## src/verilog/charger_cfg_pkg.sv

```systemverilog
// Functional notes
// - writing one to adc_go starts a conversion; reads one while converting or detecting
// - with adc_continuous_sel set, host writes to adc_go are ignored
// - adc_continuous_sel zero gives one-shot, one gives a conversion every second
// - sel_a zero selects 1.5MHz boost switching, one selects 500KHz
// - host writes to sel_a are dropped while otg_boost_on is set
// - input_optimizer_on runs the optimizer when one, reset value one
// - hv_port_handshake_on permits the high-voltage handshake, reset value one
// - adj_adapter_handshake_on permits adjustable adapter negotiation, reset value one
// - force_source_detect starts detection at once; reads zero when none runs
// - auto_source_detect_on runs detection on bus insertion, reset value one
// - data_select_drive drives data_select_pin low at zero, high at one
// - host writes one to watchdog_kick; device clears it back to zero
// - otg_boost_on enables boost mode at one, reset value zero
// - min_system_voltage is 3.0V plus 0.1V per step, reset code 101
// - boost exit threshold bit selects 2.9V at zero, 2.5V at one
// - pulse_ctrl_on allows pulse up and down commands, reset value zero
// - fast_charge_current is 64mA per step, reset 0100000; zero stops charging
// - fast_charge_current codes above 1001111 are clamped to 1001111
// - precharge and termination currents are 64mA plus 64mA per step
// - watchdog expiry restores defaults except the exempted fields
// - the bank answers on seven-bit target address 1101010
package charger_cfg_pkg;
  localparam logic [6:0]  I2C_TARGET_ADDR   = 7'h6a;
  localparam logic [7:0]  ADDR_ADC_DET      = 8'h02;
  localparam logic [7:0]  ADDR_MODE_SYS     = 8'h03;
  localparam logic [7:0]  ADDR_FCHG         = 8'h04;
  localparam logic [7:0]  ADDR_PRE_TERM     = 8'h05;
  localparam logic [7:0]  RST_ADC_DET       = 8'h1d;
  localparam logic [7:0]  RST_MODE_SYS      = 8'h1a;
  localparam logic [7:0]  RST_FCHG          = 8'h20;
  localparam logic [7:0]  RST_PRE_TERM      = 8'h13;
  localparam logic [7:0]  WD_MASK_ADC_DET   = 8'he2;
  localparam logic [7:0]  WD_MASK_MODE_SYS  = 8'h71;
  localparam logic [7:0]  WD_MASK_FCHG      = 8'hff;
  localparam logic [7:0]  WD_MASK_PRE_TERM  = 8'hff;
  localparam int          ADC_GO_BIT        = 7;
  localparam int          ADC_CONT_BIT      = 6;
  localparam int          SEL_A_BIT         = 5;
  localparam int          ICO_BIT           = 4;
  localparam int          HV_BIT            = 3;
  localparam int          ADJ_BIT           = 2;
  localparam int          FORCE_DET_BIT     = 1;
  localparam int          AUTO_DET_BIT      = 0;
  localparam int          DATA_SELECT_PIN_BIT          = 7;
  localparam int          KICK_BIT          = 6;
  localparam int          OTG_BIT           = 5;
  localparam int          CHG_BIT           = 4;
  localparam int          SYSMIN_MSB        = 3;
  localparam int          SYSMIN_LSB        = 1;
  localparam int          MINVBAT_BIT       = 0;
  localparam int          PULSE_BIT         = 7;
  localparam int          PRE_MSB           = 7;
  localparam int          PRE_LSB           = 4;
  localparam logic [6:0]  FAST_CHARGE_CURRENT_MAX          = 7'h4f;
  localparam int unsigned CLK_FREQ_HZ       = 200_000_000;
  localparam int unsigned ADC_PERIOD_MS     = 1000;
  localparam int unsigned ADC_PERIOD_CYCLES = CLK_FREQ_HZ / 1000 * ADC_PERIOD_MS;
endpackage : charger_cfg_pkg

```

## src/verilog/period_tick.sv

```systemverilog
`timescale 1ns/1ps
module period_tick #(
  parameter int unsigned CYCLES = 1000
) (
  input  wire logic ref_clk_in,
  input  wire logic rst_in,
  input  wire logic run_in,
  output logic      tick_out
);
  logic [31:0] count_q;

  // counter restarts whenever the run level drops
  always_ff @(posedge ref_clk_in) begin
    if (rst_in || !run_in) begin
      count_q <= 32'h0;
    end else if (count_q == 32'(CYCLES - 1)) begin
      count_q <= 32'h0;
    end else begin
      count_q <= count_q + 32'h1;
    end
  end

  always_ff @(posedge ref_clk_in) begin
    if (rst_in) begin
      tick_out <= 1'b0;
    end else begin
      tick_out <= run_in && (count_q == 32'(CYCLES - 1));
    end
  end
endmodule : period_tick

```

## src/verilog/i2c_target.sv

```systemverilog
`timescale 1ns/1ps
module i2c_target
  import charger_cfg_pkg::*;
(
  input  wire logic       ref_clk_in,
  input  wire logic       rst_in,
  input  wire logic       scl_in,
  input  wire logic       sda_in,
  output logic            sda_out,
  output logic            sda_oe_out,
  output logic            wr_en_out,
  output logic [7:0]      wr_addr_out,
  output logic [7:0]      wr_data_out,
  output logic [7:0]      rd_addr_out,
  input  wire logic [7:0] rd_data_in
);
  typedef enum logic [2:0] {
    ST_IDLE, ST_ADDR, ST_ACK_ADDR, ST_WRITE, ST_ACK_WR, ST_READ, ST_ACK_RD
  } i2c_state_e;

  i2c_state_e state_q;
  logic [1:0] scl_sync_q;
  logic [1:0] sda_sync_q;
  logic       scl_prev_q;
  logic       sda_prev_q;
  logic [3:0] bit_cnt_q;
  logic [7:0] shift_q;
  logic       is_read_q;
  logic       have_ptr_q;
  logic       nack_q;
  logic       scl_rise;
  logic       scl_fall;
  logic       start_cond;
  logic       stop_cond;

  // pins come from the bus, two flops before anything looks at them
  always_ff @(posedge ref_clk_in) begin
    if (rst_in) begin
      scl_sync_q <= 2'h3;
      sda_sync_q <= 2'h3;
      scl_prev_q <= 1'b1;
      sda_prev_q <= 1'b1;
    end else begin
      scl_sync_q <= {scl_sync_q[0], scl_in};
      sda_sync_q <= {sda_sync_q[0], sda_in};
      scl_prev_q <= scl_sync_q[1];
      sda_prev_q <= sda_sync_q[1];
    end
  end

  assign scl_rise   = scl_sync_q[1] && !scl_prev_q;
  assign scl_fall   = !scl_sync_q[1] && scl_prev_q;
  assign start_cond = scl_sync_q[1] && scl_prev_q && sda_prev_q && !sda_sync_q[1];
  assign stop_cond  = scl_sync_q[1] && scl_prev_q && !sda_prev_q && sda_sync_q[1];

  always_ff @(posedge ref_clk_in) begin
    sda_out <= 1'b0;
    if (rst_in) begin
      state_q     <= ST_IDLE;
      bit_cnt_q   <= 4'h0;
      shift_q     <= 8'h00;
      is_read_q   <= 1'b0;
      have_ptr_q  <= 1'b0;
      nack_q      <= 1'b0;
      sda_oe_out  <= 1'b0;
      wr_en_out   <= 1'b0;
      wr_addr_out <= 8'h00;
      wr_data_out <= 8'h00;
      rd_addr_out <= 8'h00;
    end else begin
      wr_en_out <= 1'b0;
      if (start_cond) begin
        state_q    <= ST_ADDR;
        bit_cnt_q  <= 4'h0;
        have_ptr_q <= 1'b0;
        sda_oe_out <= 1'b0;
      end else if (stop_cond) begin
        state_q    <= ST_IDLE;
        sda_oe_out <= 1'b0;
      end else begin
        case (state_q)
          ST_ADDR, ST_WRITE: begin
            if (scl_rise) begin
              shift_q   <= {shift_q[6:0], sda_sync_q[1]};
              bit_cnt_q <= bit_cnt_q + 4'h1;
            end else if (scl_fall && bit_cnt_q == 4'h8) begin
              bit_cnt_q <= 4'h0;
              if (state_q == ST_ADDR) begin
                if (shift_q[7:1] == I2C_TARGET_ADDR) begin
                  is_read_q  <= shift_q[0];
                  sda_oe_out <= 1'b1;
                  state_q    <= ST_ACK_ADDR;
                end else begin
                  state_q <= ST_IDLE;
                end
              end else begin
                sda_oe_out <= 1'b1;
                state_q    <= ST_ACK_WR;
                if (have_ptr_q) begin
                  wr_en_out   <= 1'b1;
                  wr_addr_out <= rd_addr_out;
                  wr_data_out <= shift_q;
                  rd_addr_out <= rd_addr_out + 8'h1;
                end else begin
                  rd_addr_out <= shift_q;
                  have_ptr_q  <= 1'b1;
                end
              end
            end
          end
          ST_ACK_ADDR, ST_ACK_WR: begin
            if (scl_fall) begin
              if (state_q == ST_ACK_ADDR && is_read_q) begin
                sda_oe_out <= !rd_data_in[7];
                shift_q    <= {rd_data_in[6:0], 1'b0};
                bit_cnt_q  <= 4'h1;
                state_q    <= ST_READ;
              end else begin
                sda_oe_out <= 1'b0;
                state_q    <= ST_WRITE;
              end
            end
          end
          ST_READ: begin
            if (scl_fall) begin
              if (bit_cnt_q == 4'h8) begin
                sda_oe_out  <= 1'b0;
                rd_addr_out <= rd_addr_out + 8'h1;
                state_q     <= ST_ACK_RD;
              end else begin
                sda_oe_out <= !shift_q[7];
                shift_q    <= {shift_q[6:0], 1'b0};
                bit_cnt_q  <= bit_cnt_q + 4'h1;
              end
            end
          end
          ST_ACK_RD: begin
            if (scl_rise) begin
              nack_q <= sda_sync_q[1];
            end else if (scl_fall) begin
              if (nack_q) begin
                state_q <= ST_IDLE;
              end else begin
                sda_oe_out <= !rd_data_in[7];
                shift_q    <= {rd_data_in[6:0], 1'b0};
                bit_cnt_q  <= 4'h1;
                state_q    <= ST_READ;
              end
            end
          end
          default: begin
            state_q <= ST_IDLE;
          end
        endcase
      end
    end
  end
endmodule : i2c_target

```

## src/verilog/charger_config_registers.sv

```systemverilog
`timescale 1ns/1ps
module charger_config_registers
  import charger_cfg_pkg::*;
#(
  parameter int unsigned ADC_PERIOD_CYC = ADC_PERIOD_CYCLES
) (
  input  wire logic ref_clk_in,
  input  wire logic rst_in,
  input  wire logic scl_in,
  input  wire logic sda_in,
  output logic      sda_out,
  output logic      sda_oe_out,
  input  wire logic vbus_present_in,
  input  wire logic reg_reset_in,
  input  wire logic wd_expire_in,
  input  wire logic adc_done_in,
  input  wire logic detect_done_in,
  output logic      adc_start_out,
  output logic      adc_busy_out,
  output logic      detect_start_out,
  output logic      detect_busy_out,
  output logic      watchdog_kick_out,
  output logic      sel_a_out,
  output logic      input_optimizer_on_out,
  output logic      hv_port_handshake_on_out,
  output logic      adj_adapter_handshake_on_out,
  output logic      data_select_pin_out,
  output logic      otg_boost_on_out,
  output logic      charge_enable_out,
  output logic [2:0] min_system_voltage_out,
  output logic      boost_exit_low_out,
  output logic      pulse_ctrl_on_out,
  output logic [6:0] fast_charge_current_out,
  output logic [3:0] precharge_current_out,
  output logic [3:0] termination_current_out
);
  logic [7:0] r02_q;
  logic [7:0] r03_q;
  logic [7:0] r04_q;
  logic [7:0] r05_q;
  logic       conv_busy_q;
  logic       det_busy_q;
  logic [2:0] vbus_sync_q;
  logic       wr_en;
  logic [7:0] wr_addr;
  logic [7:0] wr_data;
  logic [7:0] rd_addr;
  logic [7:0] rd_data;
  logic       tick;
  logic       wr02;
  logic       wr03;
  logic       wr04;
  logic       wr05;
  logic       any_reset;
  logic       go_req;
  logic       cont_rise;
  logic       det_req;
  logic       vbus_rise;

  // restore the masked fields to default, keep the rest
  function automatic logic [7:0] wd_restore(input logic [7:0] cur,
                                            input logic [7:0] dflt,
                                            input logic [7:0] mask);
    wd_restore = (cur & ~mask) | (dflt & mask);
  endfunction : wd_restore

  function automatic logic [6:0] clamp_fast_charge_current(input logic [6:0] code);
    clamp_fast_charge_current = (code > FAST_CHARGE_CURRENT_MAX) ? FAST_CHARGE_CURRENT_MAX : code;
  endfunction : clamp_fast_charge_current

  i2c_target u_i2c (
    .ref_clk_in  (ref_clk_in),
    .rst_in      (rst_in),
    .scl_in      (scl_in),
    .sda_in      (sda_in),
    .sda_out     (sda_out),
    .sda_oe_out  (sda_oe_out),
    .wr_en_out   (wr_en),
    .wr_addr_out (wr_addr),
    .wr_data_out (wr_data),
    .rd_addr_out (rd_addr),
    .rd_data_in  (rd_data)
  );

  period_tick #(
    .CYCLES (ADC_PERIOD_CYC)
  ) u_tick (
    .ref_clk_in (ref_clk_in),
    .rst_in     (rst_in),
    .run_in     (r02_q[ADC_CONT_BIT]),
    .tick_out   (tick)
  );

  assign wr02      = wr_en && (wr_addr == ADDR_ADC_DET);
  assign wr03      = wr_en && (wr_addr == ADDR_MODE_SYS);
  assign wr04      = wr_en && (wr_addr == ADDR_FCHG);
  assign wr05      = wr_en && (wr_addr == ADDR_PRE_TERM);
  assign any_reset = reg_reset_in || wd_expire_in;
  // go only honoured in one-shot mode
  assign go_req    = wr02 && wr_data[ADC_GO_BIT] && !r02_q[ADC_CONT_BIT];
  assign cont_rise = wr02 && wr_data[ADC_CONT_BIT] && !r02_q[ADC_CONT_BIT];
  assign vbus_rise = vbus_sync_q[1] && !vbus_sync_q[2];
  assign det_req   = (wr02 && wr_data[FORCE_DET_BIT])
                     || (vbus_rise && r02_q[AUTO_DET_BIT]);

  // bus sense is a pin, synchronise before edge detection
  always_ff @(posedge ref_clk_in) begin
    if (rst_in) begin
      vbus_sync_q <= 3'h0;
    end else begin
      vbus_sync_q <= {vbus_sync_q[1:0], vbus_present_in};
    end
  end

  // conversion busy, start wins over done
  always_ff @(posedge ref_clk_in) begin
    if (rst_in || any_reset) begin
      conv_busy_q   <= 1'b0;
      adc_start_out <= 1'b0;
    end else begin
      adc_start_out <= go_req || cont_rise || tick;
      if (go_req || cont_rise || tick) begin
        conv_busy_q <= 1'b1;
      end else if (adc_done_in) begin
        conv_busy_q <= 1'b0;
      end
    end
  end

  // detection busy, start wins over done
  always_ff @(posedge ref_clk_in) begin
    if (rst_in || any_reset) begin
      det_busy_q       <= 1'b0;
      detect_start_out <= 1'b0;
    end else begin
      detect_start_out <= det_req;
      if (det_req) begin
        det_busy_q <= 1'b1;
      end else if (detect_done_in) begin
        det_busy_q <= 1'b0;
      end
    end
  end

  // go and force bits are not stored, they read back the busy flags
  always_ff @(posedge ref_clk_in) begin
    if (rst_in || reg_reset_in) begin
      r02_q <= RST_ADC_DET;
    end else if (wd_expire_in) begin
      r02_q <= wd_restore(r02_q, RST_ADC_DET, WD_MASK_ADC_DET);
    end else if (wr02) begin
      r02_q <= wr_data;
      r02_q[ADC_GO_BIT]    <= 1'b0;
      r02_q[FORCE_DET_BIT] <= 1'b0;
      if (r03_q[OTG_BIT]) begin
        r02_q[SEL_A_BIT] <= r02_q[SEL_A_BIT];
      end
    end
  end

  always_ff @(posedge ref_clk_in) begin
    if (rst_in || reg_reset_in) begin
      r03_q <= RST_MODE_SYS;
    end else if (wd_expire_in) begin
      r03_q <= wd_restore(r03_q, RST_MODE_SYS, WD_MASK_MODE_SYS);
    end else if (wr03) begin
      r03_q <= wr_data;
    end else begin
      r03_q[KICK_BIT] <= 1'b0;
    end
  end

  always_ff @(posedge ref_clk_in) begin
    if (rst_in || reg_reset_in) begin
      r04_q <= RST_FCHG;
    end else if (wd_expire_in) begin
      r04_q <= wd_restore(r04_q, RST_FCHG, WD_MASK_FCHG);
    end else if (wr04) begin
      r04_q <= {wr_data[PULSE_BIT], clamp_fast_charge_current(wr_data[6:0])};
    end
  end

  always_ff @(posedge ref_clk_in) begin
    if (rst_in || reg_reset_in) begin
      r05_q <= RST_PRE_TERM;
    end else if (wd_expire_in) begin
      r05_q <= wd_restore(r05_q, RST_PRE_TERM, WD_MASK_PRE_TERM);
    end else if (wr05) begin
      r05_q <= wr_data;
    end
  end

  // unmapped offsets read as zero, writes to them vanish
  always_comb begin
    case (rd_addr)
      ADDR_ADC_DET:  rd_data = r02_q | {conv_busy_q || det_busy_q, 5'h00, det_busy_q, 1'b0};
      ADDR_MODE_SYS: rd_data = r03_q;
      ADDR_FCHG:     rd_data = r04_q;
      ADDR_PRE_TERM: rd_data = r05_q;
      default:       rd_data = 8'h00;
    endcase
  end

  assign adc_busy_out                 = conv_busy_q;
  assign detect_busy_out              = det_busy_q;
  assign watchdog_kick_out            = r03_q[KICK_BIT];
  assign sel_a_out                    = r02_q[SEL_A_BIT];
  assign input_optimizer_on_out       = r02_q[ICO_BIT];
  assign hv_port_handshake_on_out     = r02_q[HV_BIT];
  assign adj_adapter_handshake_on_out = r02_q[ADJ_BIT];
  assign data_select_pin_out          = r03_q[DATA_SELECT_PIN_BIT];
  assign otg_boost_on_out             = r03_q[OTG_BIT];
  assign min_system_voltage_out       = r03_q[SYSMIN_MSB:SYSMIN_LSB];
  assign boost_exit_low_out           = r03_q[MINVBAT_BIT];
  assign pulse_ctrl_on_out            = r04_q[PULSE_BIT];
  assign fast_charge_current_out      = r04_q[6:0];
  assign precharge_current_out        = r05_q[PRE_MSB:PRE_LSB];
  assign termination_current_out      = r05_q[3:0];

  always_ff @(posedge ref_clk_in) begin
    if (rst_in) begin
      charge_enable_out <= 1'b0;
    end else begin
      charge_enable_out <= r03_q[CHG_BIT] && (r04_q[6:0] != 7'h00);
    end
  end

  function automatic logic rd_data_of_go();
    rd_data_of_go = (rd_addr != ADDR_ADC_DET) || rd_data[ADC_GO_BIT];
  endfunction : rd_data_of_go

  function automatic logic rd_data_of_det();
    rd_data_of_det = (rd_addr != ADDR_ADC_DET) || rd_data[FORCE_DET_BIT];
  endfunction : rd_data_of_det
endmodule : charger_config_registers

```

## config.mk

```make
export PLATFORM = sky130hd
export DESIGN_NAME = charger_config_registers
export DESIGN_NICKNAME = d
export VERILOG_FILES = /design/src/verilog/charger_cfg_pkg.sv /design/src/verilog/period_tick.sv /design/src/verilog/i2c_target.sv /design/src/verilog/charger_config_registers.sv
export SDC_FILE = /design/constraint.sdc
export NUM_CORES = 1
export LEC_CHECK = 0
export BUFFER_PORTS_ARGS = -buffer_cell sky130_fd_sc_hd__buf_2
export CAP_MARGIN = 5
export CORE_MARGIN = 3
export CORE_UTILIZATION = 60
export DETAILED_ROUTE_END_ITERATION = 12
export GPL_ROUTABILITY_DRIVEN = 0
export PLACE_DENSITY = 0.91
export SETUP_SLACK_MARGIN = 0.15
export SYNTH_ARGS = -nofsm -noshare
export SYNTH_HDL_FRONTEND = slang
export SYNTH_SLANG_ARGS = --single-unit
```

## constraint.sdc

```tcl
create_clock -name ref_clk_in -period 2.94 [get_ports ref_clk_in]
set_input_delay 0.441 -clock ref_clk_in [delete_from_list [all_inputs] [get_ports ref_clk_in]]
set_output_delay 0.441 -clock ref_clk_in [all_outputs]
set_load 0.03 [all_outputs]
```

==> flow_summary.json <==
{
  "status": "completed",
  "required_ns": 3.34,
  "postCtsHoldBufs": 0,
  "tns_ns": 0,
  "antenna_found_initial": 1,
  "synth_compound_area_share_pct": 15.17,
  "hpwl_um": 9798,
  "route.detailed.drc": 0,
  "placed_area_um2": 5922,
  "num_vias": 5225,
  "async_reset_ff_share_pct": 0,
  "yosys.area.top_type": "dfxtp_1",
  "drt-vias-per-instance": 6.475,
  "grt-busiest-layer": "met2",
  "grt_use_met1_pct": 33.95,
  "core_area_um2": 9240,
  "io_pins": 43,
  "nNetsFinal": 681,
  "htreeDepth": 4,
  "routed_wl_um": 15480,
  "min_path_cells": 2,
  "synth_most_common_cell": "dfxtp_1",
  "grt_max_degree": 31,
  "synth.top_cell.area_share_pct": 42.33,
  "timing.rr.start": "u_i2c.state_q[0]",
  "drv_slew": 0,
  "path_class": "reg2reg",
  "post-cts-setup-buffers": 0,
  "fmax_ghz": 0.4193,
  "worstSkewPairLatency_ns": 0.52,
  "startpoint": "u_i2c.state_q[0]",
  "syn_nets": 652,
  "rsz0062_at_grt": "false",
  "worstRegToRegCells": 5,
  "vdd_drop_max_mv": 0.4464,
  "fin_crit_ns": 2.385,
  "synthSimpleGateAreaFrac_pct": 25.27,
  "cts_made_buffers": 17,
  "ys_ff_latch": 121,
  "routedWlPerCell_um": 19.19,
  "arrival_ns": 2.78,
  "hp-class": "in2reg",
  "overflow": 0,
  "n_antenna_cell": 0,
  "setup_violations": 0,
  "synth_top_family_by_area": "simple AND/OR/NAND/NOR gates",
  "die_area_um2": 10750,
  "track_usage_pct": 28.90,
  "cts_root_buffer": "clkbuf_8",
  "endpoint_kind": "flop",
  "worst-r2r-setup-slack_ns": 0.56,
  "ys.flop_type": "dfxtp_1",
  "avgSynthCellArea_um2": 8.998,
  "first_pass_iters": 7,
  "synthToLayoutAreaGrowth_pct": 14.10,
  "yosysWarnings": 0,
  "met3_usage_pct": 8.287,
  "slew_headroom_pct": 40.19,
  "num-fill-cells": 610,
  "start_util_pct": 61.94,
  "synth-edff-count": 0,
  "endpoint": "u_i2c.rd_addr_out[3]",
  "netlist_area_um2": 5723,
  "p_leak_uw": 0.002533,
  "synthTopCellsByArea": "dfxtp_1 42%, mux2i_1 6.3%, nor2_1 6.1%",
  "antenna_left": 0,
  "fin_ws_ns": 0.5551,
  "hold_violations": 0,
  "cts_tree": "done",
  "synthAdderAreaFrac_pct": 1.530,
  "power_per_cell_area_nw_per_um2": 591.6,
  "clk_pin_slew_ns": 0.06,
  "die_h_um": 103.7,
  "fin_crit_sh_pct": 81.12,
  "synthXorXnorAreaFrac_pct": 4.438,
  "critPathMaxFanout": 17,
  "cts_resized": 0,
  "fp.dieW_um": 103.7,
  "grt_pass1_wl_um": 25290,
  "cts.path.max_buffers": 2,
  "place_ws_ns": 0.6567,
  "worst_pin_slew_ns": 0.8905,
  "drt_iter0_drc": 734,
  "cts_num_sinks": 121,
  "syn_inst": 636,
  "maxCapViolations": 0,
  "seq_area_frac_synth_pct": 42.33,
  "start_kind": "flop",
  "met2_usage_pct": 48.46,
  "synthMuxAreaShare_pct": 6.887,
  "fin_worst_skew_ns": 0.008387,
  "placementRows": 35,
  "drive_above_1_share_pct": 16.67,
  "yosys-top-cells-count": "121 x dfxtp_1, 93 x nor2_1, 36 x mux2i_1",
  "r2r_end": "u_i2c.rd_addr_out[3]",
  "totalPowerFinal_uw": 3863,
  "first_global_vias": 5156,
  "yosysUniqueCellTypes": 72,
  "fin_area_um2": 6530,
  "port_buffers": 41
}
-- metrics by stage --
stage / hold slack (ns) / std cells / utilization [%]
after CTS: 0.09476 / 807 / 70.67
after global placement: 0.4226 / 775 / 64.09
after floorplan: 0.3895 / 636 / -
after global routing: 0.09512 / 807 / 70.67
after detailed placement: 0.4310 / 775 / 64.09
final: 0.1027 / 807 / 70.67
-- logic make-up after synthesis --
logic type                 after synthesis
AOI/OAI and AO/OA                      128
xor gates and xnor gates                29
adders and majority gates                7
buffers and inverters                   48
DFF                                    121
muxes                                   39
other                                    1
and+or+nand+nor                        263
-- worst max-delay path, stage by stage (launching register included) --
cell,delay [ns]
dfxtp_1,0.63
inv_1,0.26
nor4_4,0.85
o21ai_0,0.24
a22oi_1,0.21
nor2_1,0.07
-- power breakdown --
group	internal, µW	total, µW	switching, µW	leakage (µW)
registers	1650	1660	8.53	0.000977
logic	24.1	71.6	47.4	0.00126
clock network	1350	2140	788	0.000293
-- cell usage in the layout (no fill, tap or decap), drive strengths merged, types with 7 or more instances in the layout --
| master | Yosys | layout |
|---|---|---|
| nor2 | 95 | 95 |
| inv | 13 | 17 |
| a22oi | 16 | 16 |
| nand2 | 34 | 34 |
| nand3 | 28 | 28 |
| a211oi | 9 | 9 |
| nand2b | 7 | 7 |
| buf | 20 | 45 |
| and3 | 7 | 7 |
| mux2i | 36 | 36 |
| xor2 | 22 | 22 |
| xnor2 | 7 | 7 |
| clkbuf | 15 | 20 |
| nor2b | 12 | 12 |
| dfxtp | 121 | 121 |
| nand4 | 21 | 21 |
| a21oi | 33 | 33 |
| o21ai | 24 | 24 |
| nor3 | 16 | 16 |
| ha | 7 | 7 |
| or2 | 8 | 8 |
-- layer usage --
| layer | vias up | share of wire (%) | wire length (µm) |
|---|---|---|---|
| li1 | 2355 | - | - |
| met1 | 2458 | 38 | 5923 |
| met2 | 331 | 49 | 7547 |
| met3 | 79 | 9.0 | 1393 |
| met4 | 2 | 3.9 | 603 |
| met5 | - | 0.11 | 17 |
-- cell type report --
cell class                      instances  area, µm²  share of cell area [%]
Tap cell                              129      161.4                   2.472
Sequential cell                       121       2422                   37.10
Clock inverter                         12      162.7                   2.491
Clock buffer                           20      445.4                   6.821
Timing Repair Buffer                   45      235.2                   3.602
Inverter                               13      48.80                  0.7473
Multi-Input combinational cell        467       3054                   46.77
-- worst min path at each step --
stage	startpoint	to	slack (ns)
finish	scl_in	u_i2c.scl_sync_q[0]	0.10
CTS	scl_in	u_i2c.scl_sync_q[0]	0.09
detailed placement	vbus_sync_q[0]	vbus_sync_q[1]	0.43
global placement	vbus_sync_q[0]	vbus_sync_q[1]	0.42
global route	scl_in	u_i2c.scl_sync_q[0]	0.1
floorplan	u_i2c.scl_sync_q[0]	u_i2c.scl_sync_q[1]	0.39
-- registers in the layout, summed over array words and instances (netlist names), 2 cells and up --
register	flops
r05_q	8
u_i2c.state_q	3
u_i2c.wr_data_out	8
u_i2c.shift_q	8
u_i2c.wr_addr_out	8
u_i2c.bit_cnt_q	4
u_i2c.rd_addr_out	8
u_i2c.sda_sync_q	2
u_tick.count_q	32
u_i2c.scl_sync_q	2
vbus_sync_q	3
r04_q	8
r03_q	8
r02_q	6
Note: power is estimated with default switching activity, not from simulation.
